<file path="src/cucs_defs.svh">
// Register addresses, field positions and reset values of the calculation unit command port.
`ifndef CUCS_DEFS_SVH
`define CUCS_DEFS_SVH
`define CUCS_ADDR_CMD 8'h99
`define CUCS_ADDR_CALC_COMMAND_STATUS 8'h98
`define CUCS_CMD_RESET 8'h00
`define CUCS_CALC_COMMAND_STATUS_RESET 5'h00
`define CUCS_CMD_READY_BIT 0
`define CUCS_CMD_WIDTH32_BIT 1
`define CUCS_CMD_LOAD_RAM_BIT 2
`define CUCS_CMD_SHIFT_BIT 3
`define CUCS_ST_DONE_BIT 0
`define CUCS_ST_CARRY_BIT 1
`define CUCS_ST_RUN_BIT 2
`define CUCS_ST_RD_DIS_SECOND_BIT 3
`define CUCS_ST_RD_DIS_FIRST_BIT 4
`define CUCS_OPERAND_BYTES_WIDE 3'h4
`define CUCS_OPERAND_BYTES_NARROW 3'h3
`endif

</file>
<file path="src/cucs_pkg.sv">
// Types shared by the calculation unit command port.
package cucs_pkg;
    typedef enum logic [1:0] {
        CUCS_IDLE,
        CUCS_LOAD,
        CUCS_RUN
    } cucs_state_e;
    typedef logic [7:0] cucs_byte_t;
endpackage : cucs_pkg

</file>
<file path="src/cucs_cmd_status.sv">
// Command and status sequencer of the calculation unit with its two special function registers.
`timescale 1ns/1ps
`include "cucs_defs.svh"
// What this block does
// - Shift set: result leaves through three stages.
// - Shift clear: result goes straight to output.
// - Load bit set: operands reload from RAM.
// - Load bit clear: operands reload from pipeline.
// - Narrow mode with RAM load: three operand bytes, pointer plus three.
// - Command ready clears when calculation starts.
// - Ready set while running chains next calculation.
// - Chained end raises no completion.
// - First read disable: zero operand, counter held.
// - Second read disable: zero operand, counter held.
// - Running bit follows activity, not writable.
// - Carry shows nonzero output pipeline.
// - End sets completion; completion drives interrupt.
// - Top three status bits ignore writes.
// - Seven command bits shadowed at each start.
// - Reset clears both registers.
// - Calculation ends when byte counter reaches zero.
module cucs_cmd_status
    import cucs_pkg::*;
(
    input wire logic I_CLOCK,
    input wire logic I_NRST,
    input wire logic [7:0] I_SFR_ADDR,
    input wire logic I_SFR_WR,
    input wire logic I_SFR_RD,
    input wire logic [7:0] I_SFR_WDATA,
    output logic [7:0] O_SFR_RDATA,
    input wire logic I_MULT_PTR_WR,
    input wire logic [7:0] I_MULT_PTR_VAL,
    input wire logic [7:0] I_MULT_DATA,
    output logic [7:0] O_MULT_ADDR,
    output logic [31:0] O_MULT_OPERAND,
    input wire logic [7:0] I_FIRST_START,
    input wire logic [7:0] I_SECOND_START,
    input wire logic [7:0] I_FIRST_DATA,
    input wire logic [7:0] I_SECOND_DATA,
    output logic [7:0] O_FIRST_ADDR,
    output logic [7:0] O_SECOND_ADDR,
    output logic [7:0] O_FIRST_OPERAND,
    output logic [7:0] O_SECOND_OPERAND,
    input wire logic I_STEP,
    input wire logic I_COUNT_ZERO,
    input wire logic [7:0] I_RESULT_BYTE,
    output logic [7:0] O_OUTPUT_RESULT,
    output logic [6:0] O_SEQ_CMD,
    output logic O_RUNNING,
    output logic O_IRQ
);
    // ****************************************
    // Registers and state.
    // ****************************************
    cucs_state_e state;
    logic [7:0] command;
    logic [6:0] shadow;
    logic first_operand_read_disable;
    logic second_operand_read_disable;
    logic nonzero_result_carry;
    logic done;
    logic [7:0] out_pipe [4];
    logic [7:0] a_reg [4];
    logic [2:0] load_idx;
    logic [7:0] multiplier_operand_pointer;
    logic cmd_wr;
    logic stat_wr;
    logic start;
    logic calc_end;
    logic chain;
    logic [2:0] load_len;
    logic shift_on;

    assign cmd_wr = I_SFR_WR && (I_SFR_ADDR == `CUCS_ADDR_CMD);
    assign stat_wr = I_SFR_WR && (I_SFR_ADDR == `CUCS_ADDR_CALC_COMMAND_STATUS);
    assign calc_end = (state == CUCS_RUN) && I_STEP && I_COUNT_ZERO;
    assign chain = calc_end && command[`CUCS_CMD_READY_BIT];
    assign start = ((state == CUCS_IDLE) && command[`CUCS_CMD_READY_BIT]) || chain;
    assign shift_on = shadow[`CUCS_CMD_SHIFT_BIT - 1];
    assign load_len = shadow[`CUCS_CMD_WIDTH32_BIT - 1] ? `CUCS_OPERAND_BYTES_WIDE
                                                       : `CUCS_OPERAND_BYTES_NARROW;

    // ****************************************
    // Sequencer.
    // ****************************************
    always_ff @(posedge I_CLOCK) begin
        if (!I_NRST) begin
            state <= CUCS_IDLE;
        end else if (start) begin
            state <= CUCS_LOAD;
        end else if (state == CUCS_LOAD) begin
            if (!shadow[`CUCS_CMD_LOAD_RAM_BIT - 1] || (load_idx == load_len - 3'h1)) begin
                state <= CUCS_RUN;
            end
        end else if (calc_end) begin
            state <= CUCS_IDLE;
        end
    end

    always_ff @(posedge I_CLOCK) begin
        if (!I_NRST) begin
            O_RUNNING <= 1'b0;
        end else begin
            O_RUNNING <= start || (state != CUCS_IDLE && !calc_end);
        end
    end

    // ****************************************
    // Command register and shadow.
    // ****************************************
    always_ff @(posedge I_CLOCK) begin
        if (!I_NRST) begin
            command <= `CUCS_CMD_RESET;
        end else if (cmd_wr) begin
            command <= I_SFR_WDATA;
        end else if (start) begin
            command[`CUCS_CMD_READY_BIT] <= 1'b0;
        end
    end

    always_ff @(posedge I_CLOCK) begin
        if (!I_NRST) begin
            shadow <= 7'h00;
        end else if (start) begin
            shadow <= command[7:1];
        end
    end
    assign O_SEQ_CMD = shadow;

    // ****************************************
    // Status register.
    // ****************************************
    always_ff @(posedge I_CLOCK) begin
        if (!I_NRST) begin
            first_operand_read_disable <= 1'b0;
            second_operand_read_disable <= 1'b0;
        end else if (stat_wr) begin
            first_operand_read_disable <= I_SFR_WDATA[`CUCS_ST_RD_DIS_FIRST_BIT];
            second_operand_read_disable <= I_SFR_WDATA[`CUCS_ST_RD_DIS_SECOND_BIT];
        end
    end

    always_ff @(posedge I_CLOCK) begin
        if (!I_NRST) begin
            done <= 1'b0;
        end else if (calc_end && !chain) begin
            done <= 1'b1;
        end else if (stat_wr && !I_SFR_WDATA[`CUCS_ST_DONE_BIT]) begin
            done <= 1'b0;
        end
    end
    assign O_IRQ = done;

    always_ff @(posedge I_CLOCK) begin
        if (!I_NRST) begin
            nonzero_result_carry <= 1'b0;
        end else begin
            nonzero_result_carry <= |{out_pipe[3], out_pipe[2], out_pipe[1], out_pipe[0]};
        end
    end

    always_ff @(posedge I_CLOCK) begin
        if (!I_NRST) begin
            O_SFR_RDATA <= 8'h00;
        end else if (I_SFR_RD) begin
            if (I_SFR_ADDR == `CUCS_ADDR_CMD) begin
                O_SFR_RDATA <= command;
            end else if (I_SFR_ADDR == `CUCS_ADDR_CALC_COMMAND_STATUS) begin
                O_SFR_RDATA <= {3'h0, first_operand_read_disable, second_operand_read_disable,
                                O_RUNNING, nonzero_result_carry, done};
            end else begin
                O_SFR_RDATA <= 8'h00;
            end
        end
    end

    // ****************************************
    // Output pipeline.
    // ****************************************
    always_ff @(posedge I_CLOCK) begin
        if (!I_NRST) begin
            for (int i = 0; i < 4; i++) begin
                out_pipe[i] <= 8'h00;
            end
            O_OUTPUT_RESULT <= 8'h00;
        end else if ((state == CUCS_RUN) && I_STEP) begin
            out_pipe[3] <= I_RESULT_BYTE;
            if (shift_on) begin
                for (int i = 0; i < 3; i++) begin
                    out_pipe[i] <= out_pipe[i + 1];
                end
                O_OUTPUT_RESULT <= out_pipe[1];
            end else begin
                O_OUTPUT_RESULT <= I_RESULT_BYTE;
            end
        end
    end

    // ****************************************
    // Multiplier operand load.
    // ****************************************
    always_ff @(posedge I_CLOCK) begin
        if (!I_NRST) begin
            load_idx <= 3'h0;
        end else if (start) begin
            load_idx <= 3'h0;
        end else if (state == CUCS_LOAD) begin
            load_idx <= load_idx + 3'h1;
        end
    end

    always_ff @(posedge I_CLOCK) begin
        if (!I_NRST) begin
            multiplier_operand_pointer <= 8'h00;
        end else if (I_MULT_PTR_WR) begin
            multiplier_operand_pointer <= I_MULT_PTR_VAL;
        end else if (state == CUCS_LOAD && shadow[`CUCS_CMD_LOAD_RAM_BIT - 1]) begin
            multiplier_operand_pointer <= multiplier_operand_pointer + 8'h01;
        end
    end
    assign O_MULT_ADDR = multiplier_operand_pointer;

    always_ff @(posedge I_CLOCK) begin
        if (!I_NRST) begin
            for (int i = 0; i < 4; i++) begin
                a_reg[i] <= 8'h00;
            end
        end else if (state == CUCS_LOAD) begin
            if (shadow[`CUCS_CMD_LOAD_RAM_BIT - 1]) begin
                a_reg[load_idx[1:0]] <= I_MULT_DATA;
                if (load_idx == 3'h0 && load_len == `CUCS_OPERAND_BYTES_NARROW) begin
                    a_reg[3] <= 8'h00;
                end
            end else begin
                for (int i = 0; i < 4; i++) begin
                    a_reg[i] <= out_pipe[i];
                end
            end
        end
    end
    assign O_MULT_OPERAND = {a_reg[3], a_reg[2], a_reg[1], a_reg[0]};

    // ****************************************
    // Input operand fetch.
    // ****************************************
    always_ff @(posedge I_CLOCK) begin
        if (!I_NRST) begin
            O_FIRST_ADDR <= 8'h00;
            O_FIRST_OPERAND <= 8'h00;
        end else if (start) begin
            O_FIRST_ADDR <= I_FIRST_START;
        end else if ((state == CUCS_RUN) && I_STEP) begin
            if (first_operand_read_disable) begin
                O_FIRST_OPERAND <= 8'h00;
            end else begin
                O_FIRST_OPERAND <= I_FIRST_DATA;
                O_FIRST_ADDR <= O_FIRST_ADDR - 8'h01;
            end
        end
    end

    always_ff @(posedge I_CLOCK) begin
        if (!I_NRST) begin
            O_SECOND_ADDR <= 8'h00;
            O_SECOND_OPERAND <= 8'h00;
        end else if (start) begin
            O_SECOND_ADDR <= I_SECOND_START;
        end else if ((state == CUCS_RUN) && I_STEP) begin
            if (second_operand_read_disable) begin
                O_SECOND_OPERAND <= 8'h00;
            end else begin
                O_SECOND_OPERAND <= I_SECOND_DATA;
                O_SECOND_ADDR <= O_SECOND_ADDR - 8'h01;
            end
        end
    end

    // ****************************************
    // Checks.
    // ****************************************
    property p_shift_out;
        @(posedge I_CLOCK) disable iff (!I_NRST)
        (state == CUCS_RUN && I_STEP && shift_on) |=> O_OUTPUT_RESULT == $past(out_pipe[1]);
    endproperty
    a_shift_out: assert property (p_shift_out) else $error("Shifted output not from pipe stage.");

    property p_plain_out;
        @(posedge I_CLOCK) disable iff (!I_NRST)
        (state == CUCS_RUN && I_STEP && !shift_on) |=> O_OUTPUT_RESULT == $past(I_RESULT_BYTE);
    endproperty
    a_plain_out: assert property (p_plain_out) else $error("Unshifted output wrong.");

    property p_ready_clear;
        @(posedge I_CLOCK) disable iff (!I_NRST)
        (start && !cmd_wr) |=> !command[`CUCS_CMD_READY_BIT] && state == CUCS_LOAD;
    endproperty
    a_ready_clear: assert property (p_ready_clear) else $error("Command ready not cleared at start.");

    property p_chain;
        @(posedge I_CLOCK) disable iff (!I_NRST)
        chain |=> state == CUCS_LOAD && O_RUNNING && $stable(done);
    endproperty
    a_chain: assert property (p_chain) else $error("Chained calculation did not restart cleanly.");

    property p_done_set;
        @(posedge I_CLOCK) disable iff (!I_NRST)
        (calc_end && !chain) |=> done && O_IRQ && !O_RUNNING;
    endproperty
    a_done_set: assert property (p_done_set) else $error("Completion not raised at end.");

    property p_first_hold;
        @(posedge I_CLOCK) disable iff (!I_NRST)
        (state == CUCS_RUN && I_STEP && first_operand_read_disable && !start)
            |=> $stable(O_FIRST_ADDR) && O_FIRST_OPERAND == 8'h00;
    endproperty
    a_first_hold: assert property (p_first_hold) else $error("First operand fetched while disabled.");

    property p_second_hold;
        @(posedge I_CLOCK) disable iff (!I_NRST)
        (state == CUCS_RUN && I_STEP && second_operand_read_disable && !start)
            |=> $stable(O_SECOND_ADDR) && O_SECOND_OPERAND == 8'h00;
    endproperty
    a_second_hold: assert property (p_second_hold) else $error("Second operand fetched while disabled.");

    property p_carry;
        @(posedge I_CLOCK) disable iff (!I_NRST)
        ##1 nonzero_result_carry == ($past(out_pipe[3]) != 8'h00 || $past(out_pipe[2]) != 8'h00
                                    || $past(out_pipe[1]) != 8'h00 || $past(out_pipe[0]) != 8'h00);
    endproperty
    a_carry: assert property (p_carry) else $error("Carry does not match output pipeline.");

    property p_ram_load_len;
        @(posedge I_CLOCK) disable iff (!I_NRST)
        (start && command[`CUCS_CMD_LOAD_RAM_BIT] && !I_MULT_PTR_WR) ##1 (!I_MULT_PTR_WR) [*5]
            |-> multiplier_operand_pointer == $past(multiplier_operand_pointer, 5)
                + ($past(shadow[`CUCS_CMD_WIDTH32_BIT - 1], 4) ? 8'h04 : 8'h03);
    endproperty
    a_ram_load_len: assert property (p_ram_load_len) else $error("Operand pointer advance wrong.");
endmodule : cucs_cmd_status

</file>
<file path="config.mk">
export PLATFORM = sky130hd
export DESIGN_NAME = cucs_cmd_status
export DESIGN_NICKNAME = d
export VERILOG_FILES = /design/src/cucs_pkg.sv /design/src/cucs_cmd_status.sv
export VERILOG_INCLUDE_DIRS = /design/src /design/src/src
export SDC_FILE = /design/constraint.sdc
export NUM_CORES = 1
export LEC_CHECK = 0
export ABC_AREA = 0
export BUFFER_PORTS_ARGS = -buffer_cell sky130_fd_sc_hd__clkbuf_2
export CORE_ASPECT_RATIO = 1.2
export CORE_MARGIN = 5
export CORE_UTILIZATION = 47
export CTS_CLUSTER_DIAMETER = 150
export DETAILED_ROUTE_END_ITERATION = 6
export MAX_ROUTING_LAYER = met4
export PLACE_DENSITY = 0.76
export SYNTH_ARGS = -nofsm -noshare
export SYNTH_HDL_FRONTEND = slang
export SYNTH_SLANG_ARGS = --single-unit
</file>
<file path="constraint.sdc">
create_clock -name I_CLOCK -period 2.19 [get_ports I_CLOCK]
set_clock_uncertainty 0.15 [all_clocks]
set_input_delay 0.219 -clock I_CLOCK [delete_from_list [all_inputs] [get_ports I_CLOCK]]
set_output_delay 0.219 -clock I_CLOCK [all_outputs]
set_load 0.05 [all_outputs]
</file>
==> results by group, run 1 <==
Floorplan
  • Die Y: 138 µm
  • Starting density of the core: 48.0%
  • Die Wd: 116 µm
  • Core box area: 0.0133 mm²
  • I/O Pins: 176
  • Rows: 46
  • Die ar.: 0.0160 mm²

Logic synthesis
  • Avg Cell Area, Syn: 10.9 µm²
  • Prevailing post-synth register cell: dfxtp_1
  • Synth top area cells: edfxtp_1, dfxtp_1, a22o_1
  • Yosys top cell area share: 30.1%
  • Netlist cell types: 64
  • EDFF count, synth: 64
  • Area leader, netlist: edfxtp_1
  • Post-synth ARST share: 0%
  • Post-synthesis sequential area ratio: 55.5%
  • FF+latch count, synth: 145
  • Mapped cell area: 0.00638 mm²
  • Mapped Cells: 587
  • Synth Net Count: 673
  • Yosys Warn Count: 0

GRT
  • Initial antenna violation count: 0
  • Total track usage: 22.4%
  • Global-route wire length before repair: 27.6 mm
  • Grt ovf: 0
  • Largest net degree at the start of global routing: 57
  • Vias in the first global route: 5628

Setup path
  • Critical Path Fanout Max: 12
  • CP Launch Type: flop
  • CP Capture Type: flop
  • Req. time, crit path: 2320 ps
  • Worst Path Class, Setup: reg2reg
  • CP arrival: 2070 ps

Detailed routing
  • First drt pass iteration count: 5
  • DRC Markers: 0
  • DR vias/cell: 5.43
  • WL/cell: 17.2 µm
  • DR vias: 5434
  • Number of routed nets with antenna violations: 0
  • Final WL: 17.2 mm
  • Iter 0 DRT Violations: 353

Clocking
  • Inserted Clock Buffers: 17
  • Clock Path Buffers: 2
  • TritonCTS clock tree: built
  • Cells resized by post-CTS repair: 0
  • CTS root buf: clkbuf_16
  • Clock sink count: 145
  • Worst-path clk slew: 70 ps
  • H-tree Lvls: 4
  • Worst-Skew Late Latency: 410 ps

Place
  • Gpl congestion: 0.839
  • Placed cells: 907
  • Hpwl dp: 12.1 mm
  • Port bufs: 175
  • Pre-CTS setup slack: 274 ps

Timing
  • Minimum clock period: 1950 ps
  • Final setup violation count: 0
  • Worst slew margin: 59.6%
  • Final hold violations: 0
  • Count of pins over their slew limit: 0
  • RSZ-0062 raised after global routing: false
  • Fin crit share: 88.9%
  • Fmax: 0.513 GHz
  • Setup slack after layout: 242 ps
  • Fin Setup TNS: 0 ps
  • Worst-margin pin slew: 605 ps

Run status
  • Status: completed

Cells and area
  • Synth-to-layout area growth: 34.0%
  • Non-filler cells in the finished layout: 1000
  • Nets@finish: 905
  • Final core utilization: 64.3%
  • Most frequent cells in the layout: clkbuf_2, dfxtp_1, edfxtp_1
  • Layout cells sized above 1: 30.3%
  • Most common cell after layout, fill and taps aside: clkbuf_2
  • Diode count: 0

Power and ir drop
  • PwrDens: 708 mW/mm²
  • Leakage power total: 3.54 nW
  • Final Power: 6.06 mW
  • Worst vdd ir: 470 µV

Min path
  • HP Class: in2reg

Run
  • Maxcap violations: 0
-- critical path, cell delays in order (launching register included) --
cell	delay, ps
dfxtp_1	540
and3b_1	500
and3_1	430
a22o_1	200
-- cell usage after synthesis, drive strengths merged, types with 3 or more instances --
cell type	n
o21ai	26
mux2i	13
a22o	32
nor3	8
a31oi	4
clkbuf	14
xor2	10
xnor2	9
nand4bb	3
nand3b	9
nor4	11
ha	7
nor2b	3
buf	27
nor2	34
and3	15
nand4	7
a22oi	13
nand2b	4
nand2	49
dfxtp	81
and2	25
nand3	14
a211oi	13
edfxtp	64
inv	14
or4	3
a21oi	47
-- per-stage QoR --
step	hold slack [ps]	instance area, µm²
2_1_floorplan	205	6380
3_3_place_gp	290	7390
3_5_place_dp	299	7390
4_1_cts	1.97	8550
5_1_grt	6.34	8550
6_report	15.8	8550
-- what timing repair did --
action	4_1_cts	5_1_grt
hold buffers	61	0
endpoints found under the hold margin	72	0
buffers inserted	0	0
-- cell families (layout without fill, tap and decap cells) --
group                    after synthesis  in the layout  share of synthesized area, %
AND/OR/NAND/NOR                      196            196                          17.7
buffers and inverters                 55            300                          4.33
AO/OA/AOI/OAI                        151            151                          16.3
multiplexers                          14             14                          2.22
adder cells (fa/ha/maj)                7              7                          1.37
flip-flops                           145            145                          55.5
XOR/XNOR                              19             19                          2.61
-- area by class of cell --
cell class	count	area [µm²]
timing repair buffer	254	1630
sequential	145	3540
clock inverter	15	124
tap	168	210
multi-input combinational	387	2560
inverter	14	52.6
fill	1008	4740
clock buffer	17	425
-- where the power goes --
group          total [mW]  internal [mW]  switching (mW)  leakage, nW
Combinational       0.461          0.180           0.281         1.96
Sequential           2.92           2.87          0.0428         1.32
Clock                2.68           1.48            1.20        0.258
Total                6.06           4.53            1.53         3.54
-- worst paths after layout --
kind                        from             endpoint  slack (ps)  depth (start not counted)
max                     state[0]          a_reg[3][0]         240                          3
min               I_MULT_DATA[5]          a_reg[0][5]          20                          2
max reg2reg             state[0]          a_reg[3][0]         240                          3
min reg2reg  O_SECOND_OPERAND[2]  O_SECOND_OPERAND[2]         310                          2
-- per-layer routing --
layer	global-route usage (%)	part of all wire, %	vias to the layer above
met3	5.10	6.6	21
met5	-	0	-
met2	39.1	53	180
li1	-	-	2622
met1	25.9	39	2611
met4	6.06	1.3	0
Note: power is estimated with default switching activity, not from simulation.
==> run 2, diff against run 1 <==
--- a/config.mk
+++ b/config.mk
@@ -7,14 +7,16 @@
 export NUM_CORES = 1
 export LEC_CHECK = 0
 export ABC_AREA = 0
-export BUFFER_PORTS_ARGS = -buffer_cell sky130_fd_sc_hd__clkbuf_2
+export CELL_PAD_IN_SITES_DETAIL_PLACEMENT = 1
+export CELL_PAD_IN_SITES_GLOBAL_PLACEMENT = 1
 export CORE_ASPECT_RATIO = 1.2
 export CORE_MARGIN = 5
-export CORE_UTILIZATION = 47
+export CORE_UTILIZATION = 44
 export CTS_CLUSTER_DIAMETER = 150
 export DETAILED_ROUTE_END_ITERATION = 6
+export DONT_BUFFER_PORTS = 1
 export MAX_ROUTING_LAYER = met4
-export PLACE_DENSITY = 0.76
+export PLACE_DENSITY = 0.79
 export SYNTH_ARGS = -nofsm -noshare
 export SYNTH_HDL_FRONTEND = slang
 export SYNTH_SLANG_ARGS = --single-unit
==> run 2 against run 1 <==
Against the previous run: critical path depth stayed put; total power is 3.1% higher; worst hold slack better by 5.9 ps; non-clock buffer count is 141 lower; count of clock-buffer cells in the layout stayed put; global-route usage is 0.14 points higher; sequential cell count stayed put; register-to-register slack worse by 70 ps; setup slack worse by 70 ps; final cell count is 13% lower; critical path type unchanged; largest cell class unchanged; highest routed layer unchanged.
==> results by group, run 2 (synthesized netlist as in run 1, its figures left out) <==
Run status
  • Status: completed

Place
  • Port bufs: 0
  • Gpl congestion: 0.815
  • Hpwl dp: 12.2 mm
  • Pre-CTS setup slack: 170 ps

GRT
  • Global-route wire length before repair: 29.2 mm
  • Largest net degree at the start of global routing: 57
  • Total track usage: 22.6%
  • Vias in the first global route: 5403
  • Grt ovf: 0
  • Initial antenna violation count: 1

Detailed routing
  • DR vias: 4966
  • DR vias/cell: 5.73
  • DRC Markers: 0
  • Iter 0 DRT Violations: 265
  • Final WL: 18.4 mm
  • WL/cell: 21.2 µm
  • Number of routed nets with antenna violations: 0
  • First drt pass iteration count: 4

Run
  • Maxcap violations: 0

Setup path
  • CP Launch Type: flop
  • Worst reg2reg path startpoint: state[1]
  • Req. time, crit path: 2210 ps
  • Worst Path Class, Setup: reg2reg
  • R2R cell count: 3
  • Reg2reg setup slack: 170 ps
  • CP arrival: 2040 ps
  • Critical Path Fanout Max: 12
  • Reg2reg end: a_reg[1][5]
  • Crit path from: state[1]
  • CP Capture Type: flop

Floorplan
  • Rows: 48
  • Die ar.: 0.0170 mm²
  • Die Wd: 120 µm
  • Die Y: 142 µm
  • Starting density of the core: 44.7%
  • I/O Pins: 176
  • Core box area: 0.0143 mm²

Min path
  • Hold Path Depth: 3
  • Min-Delay Endpoint: command[4]
  • Worst hold start: I_SFR_WR
  • HP Class: in2reg

Timing
  • Final setup violation count: 0
  • Count of pins over their slew limit: 0
  • Final hold violations: 0
  • Fin crit share: 92.1%
  • Worst-margin pin slew: 627 ps
  • Setup slack after layout: 172 ps
  • Fmax: 0.496 GHz
  • Minimum clock period: 2020 ps
  • Fin Setup TNS: 0 ps
  • RSZ-0062 raised after global routing: false
  • Worst slew margin: 58.2%

Cells and area
  • Most common cell after layout, fill and taps aside: dfxtp_1
  • Layout cells sized above 1: 14.3%
  • Nets@finish: 764
  • Most frequent cells in the layout: dfxtp_1, dlygate4sd3_1, edfxtp_1
  • Synth-to-layout area growth: 25.7%

Clocking
  • Worst-Skew Late Latency: 420 ps
  • Inserted Clock Buffers: 17
  • H-tree Lvls: 4
  • Worst-path clk slew: 60 ps
  • CTS root buf: clkbuf_16
  • Clock Path Buffers: 2
  • Clock sink count: 145
  • TritonCTS clock tree: built

Power and ir drop
  • Leakage power total: 2.98 nW
  • PwrDens: 778 mW/mm²
  • Worst vdd ir: 440 µV
run 2: cell types whose count changed in the layout (fill, tap and decap cells not counted), moves of 2 or more:
cell / before / now
clkbuf_2: 175 / 0
buf_4: 17 / 39
dlygate4sd3_1: 61 / 73
clkinv_4: 4 / 0
bufinv_16: 0 / 2
clkinvlp_4: 3 / 1
inv_8: 2 / 4
run 2: worst max-delay path: stages, from the launching register on:
cell and delay [ps]:
dfxtp_1 580, and3b_1 400, and3_1 370, a22o_1 270
run 2: cell type report:
class	instances	area, µm²
fillers	1497	6270
flip-flops and latches	145	3540
multi-input cells	387	2560
repair buffers	113	1040
clock buffers	17	425
well taps	175	219
clock inverters	15	170
inverters	14	52.6
diodes	1	2.50
run 2: per-layer routing:
metal,part of all wire (%),global-route usage (%),vias up,wire [µm]
li1,-,-,2343,-
met1,39,25.0,2432,7180
met2,53,39.4,159,9710
met3,5.9,5.81,32,1090
met4,2.3,8.02,0,422
met5,0,-,-,0
run 2: how the worst max path moves through the flow:
stage	endpoint	slack (ps)	depth (start not counted)
6_report	a_reg[1][5]	170	3
5_1_grt	a_reg[3][5]	70	3
4_1_cts	a_reg[1][5]	160	3
3_5_place_dp	a_reg[1][7]	170	3
3_3_place_gp	a_reg[1][7]	280	3
2_1_floorplan	a_reg[3][0]	120	5
run 2: power by group:
group | internal (mW) | switching, mW
clock network | 1.72 | 1.22
registers | 2.88 | 0.139
logic | 0.137 | 0.158
run 2: timing repair:
item	CTS	global route
setup buffers	0	0
resized for setup	0	0
hold buffers	74	0
endpoints found under the hold margin	112	0
run 2: per-stage QoR:
step           power, mW  utilization [%]  hold slack [ps]  std cells  cell area, µm²
2_1_floorplan       3.18                -              205        587            6380
3_3_place_gp        3.22             46.7              162        760            6670
3_5_place_dp        3.23             46.7              167        760            6670
4_1_cts             6.30             56.1             3.84        866            8020
5_1_grt             6.49             56.1             18.0        867            8020
6_report            6.24             56.1             21.7        867            8020
